--- src/svcc_map.svh ---
`ifndef SVCC_MAP_SVH
`define SVCC_MAP_SVH
// ==========================================================
// opcodes
`define SVCC_OP_ARM        8'h06
`define SVCC_OP_SET_FLAG   8'h00
`define SVCC_OP_DISARM     8'h04
`define SVCC_OP_STAT_RD    8'h05
`define SVCC_OP_STAT_WR    8'h01
`define SVCC_OP_ARR_RD     8'h03
`define SVCC_OP_ARR_WR     8'h02
// ==========================================================
// status field positions
`define SVCC_ST_GUARD      7
`define SVCC_ST_FLAG       6
`define SVCC_ST_PER_HI     5
`define SVCC_ST_PER_LO     4
`define SVCC_ST_BLK_HI     3
`define SVCC_ST_BLK_LO     2
`define SVCC_ST_ARM        1
`define SVCC_ST_BUSY       0
// ==========================================================
// protected range starts
`define SVCC_PROT_QTR      16'h1800
`define SVCC_PROT_HALF     16'h1000
`define SVCC_PROT_ALL      16'h0000
// ==========================================================
// timing, in ms, and clock rate
`define SVCC_CLK_HZ        10000000
`define SVCC_WD_LONG_MS    1400
`define SVCC_WD_MID_MS     600
`define SVCC_WD_SHORT_MS   200
`define SVCC_HOLD_MS       200
`define SVCC_NV_WRITE_MS   5
`endif

--- src/svcc_pkg.sv ---
package svcc_pkg;
    typedef enum logic [2:0] {
        SVCC_IDLE,
        SVCC_OPCODE,
        SVCC_ADDR,
        SVCC_DATA,
        SVCC_STAT_OUT,
        SVCC_IGNORE
    } svcc_phase_t;
endpackage : svcc_pkg

--- src/svcc_core.sv ---
// Behaviour
// missing select falling edge within period asserts reset output
// period bits: 00 1.4 s, 01 600 ms, 10 200 ms, 11 off
// reset held until supply good continuously for 200 ms
// serial input shifted into 8-bit opcode on serial clock rise
// msb first both ways; output changes on serial clock fall
// select low whole operation; first bit on first rise after fall
// serial clock may stop anywhere; operation resumes where paused
// 06h sets write latch; 04h clears latch and reset-cause flag
// write latch cleared at power-up and after each nonvolatile write
// 05h returns status at any time, even while busy
// status: guard, flag, period hi/lo, block hi/lo, latch, busy
// busy bit read-only, high while nonvolatile write runs
// 00h sets flag; 04h and power-up clear it
// 01h writes period, block, guard and flag fields when allowed
// 03h reads array, 02h writes array, from following address
// block bits: none, 1800h-1FFFh, 1000h-1FFFh, whole array
// protected addresses readable, writes rejected
// guard pin low with guard enable blocks status writes; latch gates all
// period bits nonvolatile, changed only by status write
// select high: serial output not driven
// host sends zeros in status data bits 1 and 0
// timeouts counted on internal time base, not serial clock
`include "svcc_map.svh"
module svcc_core #(
    parameter int unsigned ADDR_W = 16,
    parameter int unsigned WD_LONG_CYC  = (`SVCC_CLK_HZ / 1000) * `SVCC_WD_LONG_MS,
    parameter int unsigned WD_MID_CYC   = (`SVCC_CLK_HZ / 1000) * `SVCC_WD_MID_MS,
    parameter int unsigned WD_SHORT_CYC = (`SVCC_CLK_HZ / 1000) * `SVCC_WD_SHORT_MS,
    parameter int unsigned HOLD_CYC     = (`SVCC_CLK_HZ / 1000) * `SVCC_HOLD_MS,
    parameter int unsigned NV_WR_CYC    = (`SVCC_CLK_HZ / 1000) * `SVCC_NV_WRITE_MS
) (
    // clock and reset
    input  wire logic              clk_i,
    input  wire logic              rst_n_i,
    // serial pins (asynchronous to clk_i)
    input  wire logic              select_kick_input_n_i,
    input  wire logic              sck_i,
    input  wire logic              si_i,
    input  wire logic              write_guard_n_i,
    output logic                   so_o,
    output logic                   so_oe_o,
    // supervisor
    input  wire logic              supply_ok_i,
    output logic                   reset_o,
    // array side
    output logic                   arr_rd_o,
    output logic                   arr_wr_o,
    output logic [ADDR_W-1:0]      arr_addr_o,
    output logic [7:0]             arr_wdata_o,
    input  wire logic [7:0]        arr_rdata_i
);
    initial begin
        if (ADDR_W != 16)
            $error("svcc_core: ADDR_W must be 16");
        if (NV_WR_CYC == 0)
            $error("svcc_core: NV_WR_CYC must be nonzero");
    end

    // ==========================================================
    // input synchronisers
    logic [3:0] s1_q, s2_q, s3_q;
    always_ff @(posedge clk_i or negedge rst_n_i) begin
        if (!rst_n_i) begin
            s1_q <= 4'hf;
            s2_q <= 4'hf;
            s3_q <= 4'hf;
        end else begin
            s1_q <= {select_kick_input_n_i, sck_i, si_i, write_guard_n_i};
            s2_q <= s1_q;
            s3_q <= s2_q;
        end
    end
    logic cs_n, cs_fall, cs_rise, sck_rise, sck_fall, si, guard_pin_n;
    assign cs_n        = s2_q[3];
    assign cs_fall     = s3_q[3] & ~s2_q[3];
    assign cs_rise     = ~s3_q[3] & s2_q[3];
    assign sck_rise    = ~s3_q[2] & s2_q[2];
    assign sck_fall    = s3_q[2] & ~s2_q[2];
    assign si          = s2_q[1];
    assign guard_pin_n = s2_q[0];

    function automatic logic blk_protected(input logic [1:0] blk, input logic [15:0] a);
        unique case (blk)
            2'b00: blk_protected = 1'b0;
            2'b01: blk_protected = (a[12:0] >= `SVCC_PROT_QTR);
            2'b10: blk_protected = (a[12:0] >= `SVCC_PROT_HALF);
            2'b11: blk_protected = (a[12:0] >= `SVCC_PROT_ALL);
        endcase
    endfunction : blk_protected

    // ==========================================================
    // serial state
    svcc_pkg::svcc_phase_t ph_q, ph_d;
    logic [7:0]  sh_q, sh_d, op_q, op_d, out_q, out_d, wdat_q, wdat_d;
    logic [4:0]  cnt_q, cnt_d;
    logic [15:0] addr_q, addr_d;
    logic        so_q, so_d, oe_q, oe_d, rd_q, rd_d;
    logic        pend_q, pend_d, full_q, full_d, first_q, first_d;
    // nonvolatile and volatile status
    logic        guard_q, guard_d, flag_q, flag_d, arm_q, arm_d;
    logic [1:0]  per_q, per_d, blk_q, blk_d;
    logic [31:0] busy_q, busy_d;
    logic        nvst_q, nvst_d, nvarr_q, nvarr_d, wr_q, wr_d;
    logic [7:0]  nvval_q, nvval_d;
    logic [7:0]  status;
    logic [7:0]  nxt_byte;
    logic        stat_ok, arr_ok;

    assign status = {guard_q, flag_q, per_q, blk_q, arm_q, busy_q != 32'h0};
    assign nxt_byte = {sh_q[6:0], si};
    assign arr_ok = arm_q && !blk_protected(blk_q, addr_q);
    assign stat_ok = arm_q && !(guard_q && !guard_pin_n);

    always_comb begin
        ph_d = ph_q; sh_d = sh_q; op_d = op_q; out_d = out_q; wdat_d = wdat_q;
        cnt_d = cnt_q; addr_d = addr_q; so_d = so_q; oe_d = oe_q; rd_d = 1'b0;
        pend_d = pend_q; full_d = full_q; first_d = first_q;
        guard_d = guard_q; flag_d = flag_q; arm_d = arm_q; per_d = per_q;
        blk_d = blk_q; busy_d = busy_q; nvst_d = nvst_q; nvarr_d = nvarr_q;
        wr_d = 1'b0; nvval_d = nvval_q;

        if (busy_q != 32'h0) begin
            busy_d = busy_q - 32'h1;
            if (busy_q == 32'h1) begin
                arm_d = 1'b0;
                if (nvst_q) begin
                    // period bits change only here
                    guard_d = nvval_q[`SVCC_ST_GUARD];
                    flag_d  = nvval_q[`SVCC_ST_FLAG];
                    per_d   = nvval_q[`SVCC_ST_PER_HI:`SVCC_ST_PER_LO];
                    blk_d   = nvval_q[`SVCC_ST_BLK_HI:`SVCC_ST_BLK_LO];
                end
                nvst_d = 1'b0;
                nvarr_d = 1'b0;
            end
        end

        if (cs_n) begin

            oe_d = 1'b0;
            ph_d = svcc_pkg::SVCC_IDLE;
            // commit only when select rises on a byte boundary
            if (cs_rise && pend_q && cnt_q == 5'd0 && busy_q == 32'h0) begin
                if (op_q == `SVCC_OP_STAT_WR) begin
                    nvst_d = 1'b1;
                    nvval_d = wdat_q;
                end else begin
                    nvarr_d = 1'b1;
                end
                busy_d = NV_WR_CYC;
            end
            pend_d = 1'b0;
        end else begin
            if (cs_fall) begin
                ph_d = svcc_pkg::SVCC_OPCODE;
                cnt_d = 5'd0;
                first_d = 1'b1;
                oe_d = 1'b1;
            end
            // stalled serial clock simply leaves state untouched
            if (sck_rise && ph_q != svcc_pkg::SVCC_IDLE) begin
                sh_d = nxt_byte;
                cnt_d = cnt_q + 5'd1;
                unique case (ph_q)
                    svcc_pkg::SVCC_OPCODE: if (cnt_q == 5'd7) begin
                        op_d = nxt_byte;
                        cnt_d = 5'd0;
                        ph_d = svcc_pkg::SVCC_IGNORE;
                        unique case (nxt_byte)
                            `SVCC_OP_ARM: if (busy_q == 32'h0) arm_d = 1'b1;
                            `SVCC_OP_DISARM: if (busy_q == 32'h0) begin
                                arm_d = 1'b0;
                                flag_d = 1'b0;
                            end
                            `SVCC_OP_SET_FLAG: flag_d = 1'b1;
                            `SVCC_OP_STAT_RD: begin
                                out_d = status;
                                ph_d = svcc_pkg::SVCC_STAT_OUT;
                            end
                            `SVCC_OP_STAT_WR: if (busy_q == 32'h0) begin
                                ph_d = svcc_pkg::SVCC_DATA;
                            end
                            `SVCC_OP_ARR_RD, `SVCC_OP_ARR_WR: if (busy_q == 32'h0) begin
                                ph_d = svcc_pkg::SVCC_ADDR;
                            end
                            default: ph_d = svcc_pkg::SVCC_IGNORE;
                        endcase
                    end
                    svcc_pkg::SVCC_ADDR: begin
                        addr_d = {addr_q[14:0], si};
                        if (cnt_q == 5'd15) begin
                            cnt_d = 5'd0;
                            ph_d = svcc_pkg::SVCC_DATA;
                            if (op_q == `SVCC_OP_ARR_RD) rd_d = 1'b1;
                        end
                    end
                    svcc_pkg::SVCC_DATA: if (cnt_q[2:0] == 3'd7) begin
                        cnt_d = 5'd0;
                        if (op_q == `SVCC_OP_STAT_WR) begin
                            // host keeps bits 1..0 zero
                            wdat_d = nxt_byte;
                            pend_d = stat_ok;
                            ph_d = svcc_pkg::SVCC_IGNORE;
                        end else if (op_q == `SVCC_OP_ARR_WR) begin
                            wdat_d = nxt_byte;
                            wr_d = arr_ok;
                            pend_d = pend_q | arr_ok;
                            addr_d = {addr_q[15:5], addr_q[4:0] + 5'd1};
                        end else begin
                            addr_d = addr_q + 16'h1;
                            rd_d = 1'b1;
                        end
                    end
                    svcc_pkg::SVCC_STAT_OUT: if (cnt_q[2:0] == 3'd7) begin
                        cnt_d = 5'd0;
                        out_d = status;
                    end
                    default: cnt_d = 5'd0;
                endcase
                if (ph_q == svcc_pkg::SVCC_DATA && op_q == `SVCC_OP_ARR_WR
                    && cnt_q[2:0] != 3'd7) pend_d = 1'b0;
            end
            if (rd_q) out_d = arr_rdata_i;
            if (sck_fall) begin

                if (ph_q == svcc_pkg::SVCC_STAT_OUT
                    || (ph_q == svcc_pkg::SVCC_DATA && op_q == `SVCC_OP_ARR_RD)) begin
                    so_d = out_q[3'd7 - cnt_q[2:0]];
                end
            end
        end
    end

    always_ff @(posedge clk_i or negedge rst_n_i) begin
        if (!rst_n_i) begin
            ph_q <= svcc_pkg::SVCC_IDLE;
            sh_q <= 8'h00; op_q <= 8'hff; out_q <= 8'h00; wdat_q <= 8'h00;
            cnt_q <= 5'd0; addr_q <= 16'h0000; so_q <= 1'b0; oe_q <= 1'b0;
            rd_q <= 1'b0; pend_q <= 1'b0; full_q <= 1'b0; first_q <= 1'b0;
            guard_q <= 1'b0; flag_q <= 1'b0; arm_q <= 1'b0;
            per_q <= 2'b00; blk_q <= 2'b00; busy_q <= 32'h0;
            nvst_q <= 1'b0; nvarr_q <= 1'b0; wr_q <= 1'b0; nvval_q <= 8'h00;
        end else begin
            ph_q <= ph_d; sh_q <= sh_d; op_q <= op_d; out_q <= out_d;
            wdat_q <= wdat_d; cnt_q <= cnt_d; addr_q <= addr_d; so_q <= so_d;
            oe_q <= oe_d; rd_q <= rd_d; pend_q <= pend_d; full_q <= full_d;
            first_q <= first_d; guard_q <= guard_d; flag_q <= flag_d;
            arm_q <= arm_d; per_q <= per_d; blk_q <= blk_d; busy_q <= busy_d;
            nvst_q <= nvst_d; nvarr_q <= nvarr_d; wr_q <= wr_d; nvval_q <= nvval_d;
        end
    end

    // ==========================================================
    // watchdog and supply hold
    logic rst_w, rst_q2;
    svcc_timer #(
        .WD_LONG  (WD_LONG_CYC),
        .WD_MID   (WD_MID_CYC),
        .WD_SHORT (WD_SHORT_CYC),
        .HOLD     (HOLD_CYC)
    ) u_timer (
        .clk_i       (clk_i),
        .rst_n_i     (rst_n_i),
        .kick_i      (cs_fall),
        .period_i    (per_q),
        .supply_ok_i (supply_ok_i),
        .reset_o     (rst_w)
    );
    always_ff @(posedge clk_i or negedge rst_n_i) begin
        if (!rst_n_i) rst_q2 <= 1'b1;
        else rst_q2 <= rst_w;
    end

    assign reset_o     = rst_q2;
    assign so_o        = so_q;
    assign so_oe_o     = oe_q;
    assign arr_rd_o    = rd_q;
    assign arr_wr_o    = wr_q;
    assign arr_addr_o  = addr_q;
    assign arr_wdata_o = wdat_q;
endmodule : svcc_core

--- src/svcc_timer.sv ---
`include "svcc_map.svh"
module svcc_timer #(
    parameter int unsigned WD_LONG  = 14000000,
    parameter int unsigned WD_MID   = 6000000,
    parameter int unsigned WD_SHORT = 2000000,
    parameter int unsigned HOLD     = 2000000
) (
    // clock and reset
    input  wire logic       clk_i,
    input  wire logic       rst_n_i,
    // control
    input  wire logic       kick_i,
    input  wire logic [1:0] period_i,
    input  wire logic       supply_ok_i,
    // result
    output logic            reset_o
);
    initial begin
        if (WD_LONG == 0 || WD_MID == 0 || WD_SHORT == 0 || HOLD == 0)
            $error("svcc_timer: counts must be nonzero");
    end

    logic [31:0] wd_q, wd_d, hold_q, hold_d;
    logic        rst_q, rst_d;
    logic [31:0] limit;

    always_comb begin
        unique case (period_i)
            2'b00: limit = WD_LONG;
            2'b01: limit = WD_MID;
            2'b10: limit = WD_SHORT;
            2'b11: limit = 32'h0;
        endcase
        wd_d   = wd_q;
        hold_d = hold_q;
        rst_d  = rst_q;
        // free-running time base, independent of the serial clock
        if (kick_i || period_i == 2'b11 || rst_q) begin
            wd_d = 32'h0;
        end else if (wd_q + 32'h1 >= limit) begin
            wd_d  = 32'h0;
            rst_d = 1'b1;
        end else begin
            wd_d = wd_q + 32'h1;
        end
        if (!supply_ok_i) begin
            hold_d = 32'h0;
            rst_d  = 1'b1;
        end else if (rst_q) begin
            // supply must stay good for the whole hold
            if (hold_q + 32'h1 >= HOLD) begin
                hold_d = 32'h0;
                rst_d  = 1'b0;
            end else begin
                hold_d = hold_q + 32'h1;
            end
        end
    end

    always_ff @(posedge clk_i or negedge rst_n_i) begin
        if (!rst_n_i) begin
            wd_q   <= 32'h0;
            hold_q <= 32'h0;
            rst_q  <= 1'b1;
        end else begin
            wd_q   <= wd_d;
            hold_q <= hold_d;
            rst_q  <= rst_d;
        end
    end

    assign reset_o = rst_q;
endmodule : svcc_timer

--- config.mk ---
export PLATFORM = sky130hd
export DESIGN_NAME = svcc_core
export DESIGN_NICKNAME = d
export VERILOG_FILES = /design/src/svcc_pkg.sv /design/src/svcc_core.sv /design/src/svcc_timer.sv
export VERILOG_INCLUDE_DIRS = /design/src
export SDC_FILE = /design/constraint.sdc
export NUM_CORES = 1
export LEC_CHECK = 0
export ABC_CLOCK_PERIOD_IN_PS = 3700
export BUFFER_PORTS_ARGS = -buffer_cell sky130_fd_sc_hd__buf_2
export CAP_MARGIN = 40
export CORE_ASPECT_RATIO = 0.8
export CORE_UTILIZATION = 52
export DETAILED_ROUTE_END_ITERATION = 8
export GPL_TIMING_DRIVEN = 0
export PLACE_DENSITY = 0.76
export RECOVER_POWER = 25
export SLEW_MARGIN = 5
export SYNTH_ARGS = -nofsm -noshare
export SYNTH_HDL_FRONTEND = slang
export SYNTH_HIERARCHICAL = 1
export SYNTH_SLANG_ARGS = --single-unit
--- constraint.sdc ---
create_clock -name clk_i -period 3.7 [get_ports clk_i]
set_clock_uncertainty 0.15 [all_clocks]
set_input_delay 0.185 -clock clk_i [delete_from_list [all_inputs] [get_ports clk_i]]
set_output_delay 0.185 -clock clk_i [all_outputs]
set_load 0.01 [all_outputs]
==> results of run 1 <==
## how the worst min path moves through the flow
stage	startpoint	endpoint	slack (ns)	cells after the start
after global placement	si_i	s1_q[1]	0.14	1
after global routing	s1_q[2]	s2_q[2]	0.22	0
final	s1_q[1]	s2_q[1]	0.21	0
after floorplan	rst_n_i	arm_q	-0.26	0
after CTS	rst_n_i	u_timer/wd_q[14]	0.19	2
after detailed placement	rst_n_i	u_timer/wd_q[14]	0.05	1
## report_power, final
part / leakage [nW] / internal (mW) / total (mW) / switching [mW]
logic: 2.69 / 0.0688 / 0.179 / 0.110
clock network: 0.281 / 0.898 / 1.73 / 0.829
registers: 2.42 / 2.04 / 2.08 / 0.0407
total: 5.39 / 3.00 / 3.98 / 0.980
## routing by layer
metal,up-vias,part of all wire
met3,35,0.059
met1,4100,0.47
met2,309,0.46
met4,0,0.013
li1,4031,-
met5,-,0
## cell type report
class	instances	area, µm²	share of cell area
plain buffers	51	234	0.0198
multi-input cells	785	5510	0.466
inverters	35	131	0.0111
repair buffers	71	473	0.0401
clock inverters	14	111	0.00943
flip-flops and latches	182	4590	0.389
well taps	258	323	0.0273
clock buffers	18	439	0.0372
## cell usage after synthesis, drive strengths merged (22+ instances only)
cell type / instances
xnor2: 30
xor2: 22
nand2: 89
nand4: 29
ha: 31
clkbuf: 36
dfrtp: 162
nor3: 43
nand3: 55
nor4: 28
a21oi: 34
mux2: 35
inv: 35
nor2b: 22
o21ai: 45
nor2: 71
## registers in the layout, summed over array words and instances (netlist names), 2 cells and up
register        flops
arr_addr_o         16
blk_q               2
u_timer/wd_q       32
sh_q                7
arr_wdata_o         8
per_q               2
u_timer/hold_q     32
ph_q                3
s1_q                4
cnt_q               5
op_q                8
s2_q                4
nvval_q             6
s3_q                2
out_q               8
busy_q             32
## stage by stage
stage,cells,utilization
after floorplan,1053,-
after global placement,1354,0.565
after detailed placement,1355,0.567
after CTS,1404,0.609
after global routing,1414,0.617
final,1414,0.617
## what timing repair did
action,CTS,global route
setup buffers,3,10
endpoints found under the setup margin,25,32
hold buffers,14,0
pin swaps,2,9
endpoints found under the hold margin,91,0
cloned,0,0
resized for setup,15,23
## kinds of logic after synthesis
group	count (synthesis)	synth area share
AND/OR/NAND/NOR	444	0.243
AO/OA/AOI/OAI	200	0.136
flip-flops	182	0.446
buffers and inverters	86	0.0341
XOR/XNOR	52	0.0444
multiplexers	50	0.0577
adder cells (fa/ha/maj)	31	0.0378
other	1	0.000366
## worst reg2reg max path: stages (launching register included)
cell and delay, ns:
dfrtp_1 0.33, clkbuf_2 0.21, nand3_4 0.20, nor2_2 0.17, and3_1 0.20, xor2_1 0.28, ha_1 0.31, a21o_1 0.18
a21oi_1 0.12, o21ai_0 0.08, o21a_1 0.17, o311a_1 0.32, or4b_4 0.54, buf_6 0.17, nor2b_1 0.12
==> results.ini, run 1 <==
[setup_path]
crit_path_cell_trace=clkbuf_2, nand3_4, nor2_2, and3_1, xor2_1, ha_1, a21o_1, a21oi_1, o21ai_0, o21a_1, o311a_1, or4b_4, buf_6, nor2b_1
path_depth=14
critical-path-max-stage-delay_ns=0.54
critical_path.startpoint=u_timer/wd_q[2]
critPathKind=register to register
cp_top_family=simple AND/OR/NAND/NOR gates
crit_path_end=u_timer/wd_q[18]
crit_arrival_ns=3.84
crit_path_start_kind=register
worst_path_max_delay_cell=or4b_4
crit_buf_inv=2
crit_fanout=10
reg2reg_to=u_timer/wd_q[18]
worstPathRequired_ns=3.91
r2r-start=u_timer/wd_q[2]
worstSetupEndpointType=register
r2r_slack_ns=0.07
reg2reg_depth=14

[global_routing]
grt_pass1_vias=7665
grt_pass1_wl_mm=39.0
grtUsageMet1=0.344
grt_use_met3=0.0419
grt_usage=0.238
grt_antenna_before_repair=0
grt_busiest_layer=met2
grt_start_max_net_pins=105
gr-usage-met2=0.367
grt_remaining_overflow=0

[synth]
synth_warnings=6
avgSynthCellArea_um2=9.81
synth-async-reset-ratio=1.00
synth_enable_flop_cells=0
synth-seq-cells=182
synthFlopType=dfrtp_1
synth_top_area_share=0.395
synth.area.top_cells=dfrtp_1 40%, dfstp_2 5.1%, ha_1 3.8%
ys_types=83
synth_cells=1046
synthesis.area_um2=10300
yosys.area.top_type=dfrtp_1
ys_seq_area_frac=0.446

[routing]
vias=8475
wl_per_cell_um=16.8
drc=0
via_per_inst=5.99
wl_mm=23.7
ant_nets=0
dr.pass1.iters=7
drt_iter0_drc=857

[place]
port_buffers=43
dpl.hpwl_mm=16.4
gp_congestion=0.906
place_ws_ns=-0.407
dpl_cell_area_um2=10900

[sta]
drv_slew=79
post-route-min-period_ns=3.63
fin_ws_ns=0.0671
tns_ns=0
setup_viol=0
fmax_ghz=0.275
fin_crit_sh=0.982
slew_headroom=-0.315
hold_viol=0
rsz0062_at_grt=true
worst_pin_slew_ns=1.97
holdWs_ns=0.207

[floorplan]
pin_count=44
floorplan.die.height_um=128
die_w_um=159
core_area_um2=19100
die_area_um2=20300
std_cell_rows=45
start_util=0.536

[finish]
final_common_cell=dfrtp_1
area_growth_pct=15.1
fin_area_um2=11800
nets=1189
fill_cells=1574
drive_above_1_share=0.176
antennaDiodeCount=0
mostFrequentLayoutCells=154 x dfrtp_1, 89 x nand2_1, 69 x nor2_1

[power_and_ir_drop]
p_leak_nw=5.39
p_total_mw=3.98
ir_worst_vdd_mv=0.269
power.density_cell_area_nw_per_um2=337

[outcome]
violations=max-capacitance violations, max-slew violations
status=complete, but fails checks

[clock_network]
cts_buffers=17
cts_tree=yes
htreeDepth=4
clock_latency_ns=0.43
clockBufferDepth=2
numClockSinks=182
clockRootBuffer=clkbuf_16
clk_pin_slew_worst_paths_ns=0.07

[job]
drv_cap=1

[worst_hold_path]
hold_path_class=register to register

No activity file was read; power rests on OpenSTA's default activity.
==> inputs of run 2 (changes only) <==
CORE_UTILIZATION = 55   (was 52)
MAX_ROUTING_LAYER = met4   (was default)
PLACE_DENSITY = 0.79   (was 0.76)
==> run 2 against run 1 <==
  * The flow still finishes with violations (max-capacitance violations, max-slew violations)
  * Power rose by 4.3%
  * Sequential share of layout area fell by 0.36 points
  * Non-clock buffer count rose by 3
  * Critical endpoint is now u_timer/wd_q[19]
==> results.ini, run 2 (synthesis results as in run 1) <==
[clock_network]
cts_tree=yes
numClockSinks=182  ; unchanged
htreeDepth=4  ; unchanged
clk_pin_slew_worst_paths_ns=0.08  ; about the same
clockBufferDepth=2  ; unchanged
clock_latency_ns=0.44  ; about the same
cts_buffers=17  ; unchanged
clockRootBuffer=clkbuf_16

[place]
gp_congestion=0.901  ; -0.47%
dpl_cell_area_um2=10900  ; about the same
port_buffers=43  ; unchanged
dpl.hpwl_mm=16.6  ; +0.97%

[outcome]
status=complete, but fails checks
violations=max-capacitance violations, max-slew violations

[floorplan]
pin_count=44  ; unchanged
die_w_um=155  ; -2.7%
std_cell_rows=44  ; -2.2%
floorplan.die.height_um=124  ; -2.7%
die_area_um2=19200  ; -5.4%
start_util=0.563  ; +0.0271
core_area_um2=18200  ; -4.8%

[setup_path]
crit_fanout=5  ; -5
crit_path_start_kind=register
cp_top_family=simple AND/OR/NAND/NOR gates
reg2reg_depth=14  ; unchanged
r2r-start=u_timer/wd_q[1]
worst_path_max_delay_cell=or4b_4
worstPathRequired_ns=3.91  ; about the same
r2r_slack_ns=0.02  ; -0.05 ns
critPathKind=register to register
critical-path-max-stage-delay_ns=0.62  ; +0.08 ns
crit_arrival_ns=3.90  ; +0.06 ns
worstSetupEndpointType=register
reg2reg_to=u_timer/wd_q[19]
crit_path_cell_trace=ha_4, nand3_4, nor2_4, and4_4, and3_4, xor2_2, ha_1, a21oi_2, o21ai_1, o21a_1, o311a_1, or4b_4, clkbuf_16, nor2b_1
crit_buf_inv=1  ; -1

[global_routing]
grt_usage=0.275  ; +0.0377
grt_start_max_net_pins=106  ; +0.95%
grt_antenna_before_repair=0  ; unchanged
grt_pass1_vias=7972  ; +4.0%
grt_pass1_wl_mm=40.5  ; +3.9%
grt_remaining_overflow=0  ; unchanged

[finish]
mostFrequentLayoutCells=153 x dfrtp_1, 89 x nand2_1, 68 x nor2_1
nets=1192  ; +0.25%
fin_area_um2=11900  ; +0.97%
final_util=0.654  ; +0.0375
multi_input_area_um2=5510  ; +0.16%
drive_above_1_share=0.182  ; +0.00558
seq_area_um2=4590  ; about the same
fill_cells=1409  ; -10%
top_regs=busy_q (32), u_timer/hold_q (32), u_timer/wd_q (32)
area_growth_pct=16.2
final_common_cell=dfrtp_1
antennaDiodeCount=0  ; unchanged

[routing]
via_per_inst=6.14  ; +2.4%
wl_mm=25.2  ; +6.3%
ant_nets=0  ; unchanged
vias=8665  ; +2.2%
drc=0  ; unchanged
drt_iter0_drc=694  ; -19%
wl_per_cell_um=17.9  ; +6.4%
dr.pass1.iters=7  ; unchanged

[power_and_ir_drop]
power.density_cell_area_nw_per_um2=349  ; +3.3%
p_leak_nw=5.44  ; +0.82%
p_total_mw=4.15  ; +4.3%
ir_worst_vdd_mv=0.297  ; +10%

[worst_hold_path]
hold_path_class=register to register
holdPathEnd=s2_q[0]
min_path_cells=0  ; unchanged
hp-start=s1_q[0]

[sta]
drv_slew=78  ; -1.3%
fmax_ghz=0.272  ; -1.3%
rsz0062_at_grt=true
worst_pin_slew_ns=1.99  ; +0.0143 ns
slew_headroom=-0.325  ; -0.00954
holdWs_ns=0.208  ; +0.000991 ns
fin_crit_sh=0.995  ; +0.0131
setup_viol=0  ; unchanged
post-route-min-period_ns=3.68  ; +0.0485 ns
hold_viol=0  ; unchanged

[job]
drv_cap=1  ; unchanged

[run 2: cell types whose count changed in the layout (fill, tap and decap cells not counted), sizes merged]
cell	change
buf	+2
bufinv	+2
clkbuf	+1
clkinvlp	+1
inv	-3
[run 2: cell type report]
type	instances	share of cell area
plain buffers	51	0.0205
clock buffers	18	0.0360
clock inverters	14	0.0154
inverters	35	0.0110
multi-input cells	785	0.463
flip-flops and latches	182	0.385
well taps	253	0.0266
repair buffers	74	0.0429
[run 2: per-layer routing]
layer,GRT usage,routed length [µm],up-vias
li1,-,-,4042
met1,0.380,11500,4270
met2,0.415,11900,320
met3,0.0536,1420,33
met4,0.0780,388,0
met5,-,0,-
[run 2: power by group]
part / switching [mW] / internal [mW] / total [mW]
Clock: 0.862 / 1.03 / 1.89
Combinational: 0.111 / 0.0688 / 0.180
Sequential: 0.0434 / 2.04 / 2.08
Total: 1.02 / 3.14 / 4.15
[run 2: how the worst max path moves through the flow]
stage | cells past startpoint | end | slack [ns] | from
global placement | 1 | arr_addr_o[1] | -0.59 | rst_n_i
CTS | 13 | u_timer/wd_q[15] | 0.005 | u_timer/wd_q[13]
global route | 14 | u_timer/wd_q[19] | -0.10 | u_timer/wd_q[12]
floorplan | 14 | u_timer/wd_q[12] | 0.22 | u_timer/wd_q[2]
detailed placement | 14 | u_timer/wd_q[15] | -0.48 | u_timer/wd_q[2]
finish | 14 | u_timer/wd_q[19] | 0.02 | u_timer/wd_q[1]
[run 2: per-stage QoR]
| stage | setup WS, ns | std cells | setup TNS, ns |
|---|---|---|---|
| 4_1_cts | 0.00544 | 1403 | 0 |
| 6_report | 0.0187 | 1412 | 0 |
| 3_5_place_dp | -0.477 | 1350 | -9.99 |
| 5_1_grt | -0.102 | 1412 | -1.58 |
| 2_1_floorplan | 0.222 | 1053 | 0 |
| 3_3_place_gp | -0.594 | 1349 | -100.65 |
[run 2: timing repair]
| action | in CTS | in global routing |
|---|---|---|
| setup endpoints to repair | 25 | 40 |
| hold endpoints to repair | 90 | 0 |
| gates resized for setup | 18 | 32 |
| setup buffers | 7 | 7 |
| pin swaps | 6 | 11 |
| hold buffers | 14 | 0 |
| cloned | 0 | 1 |
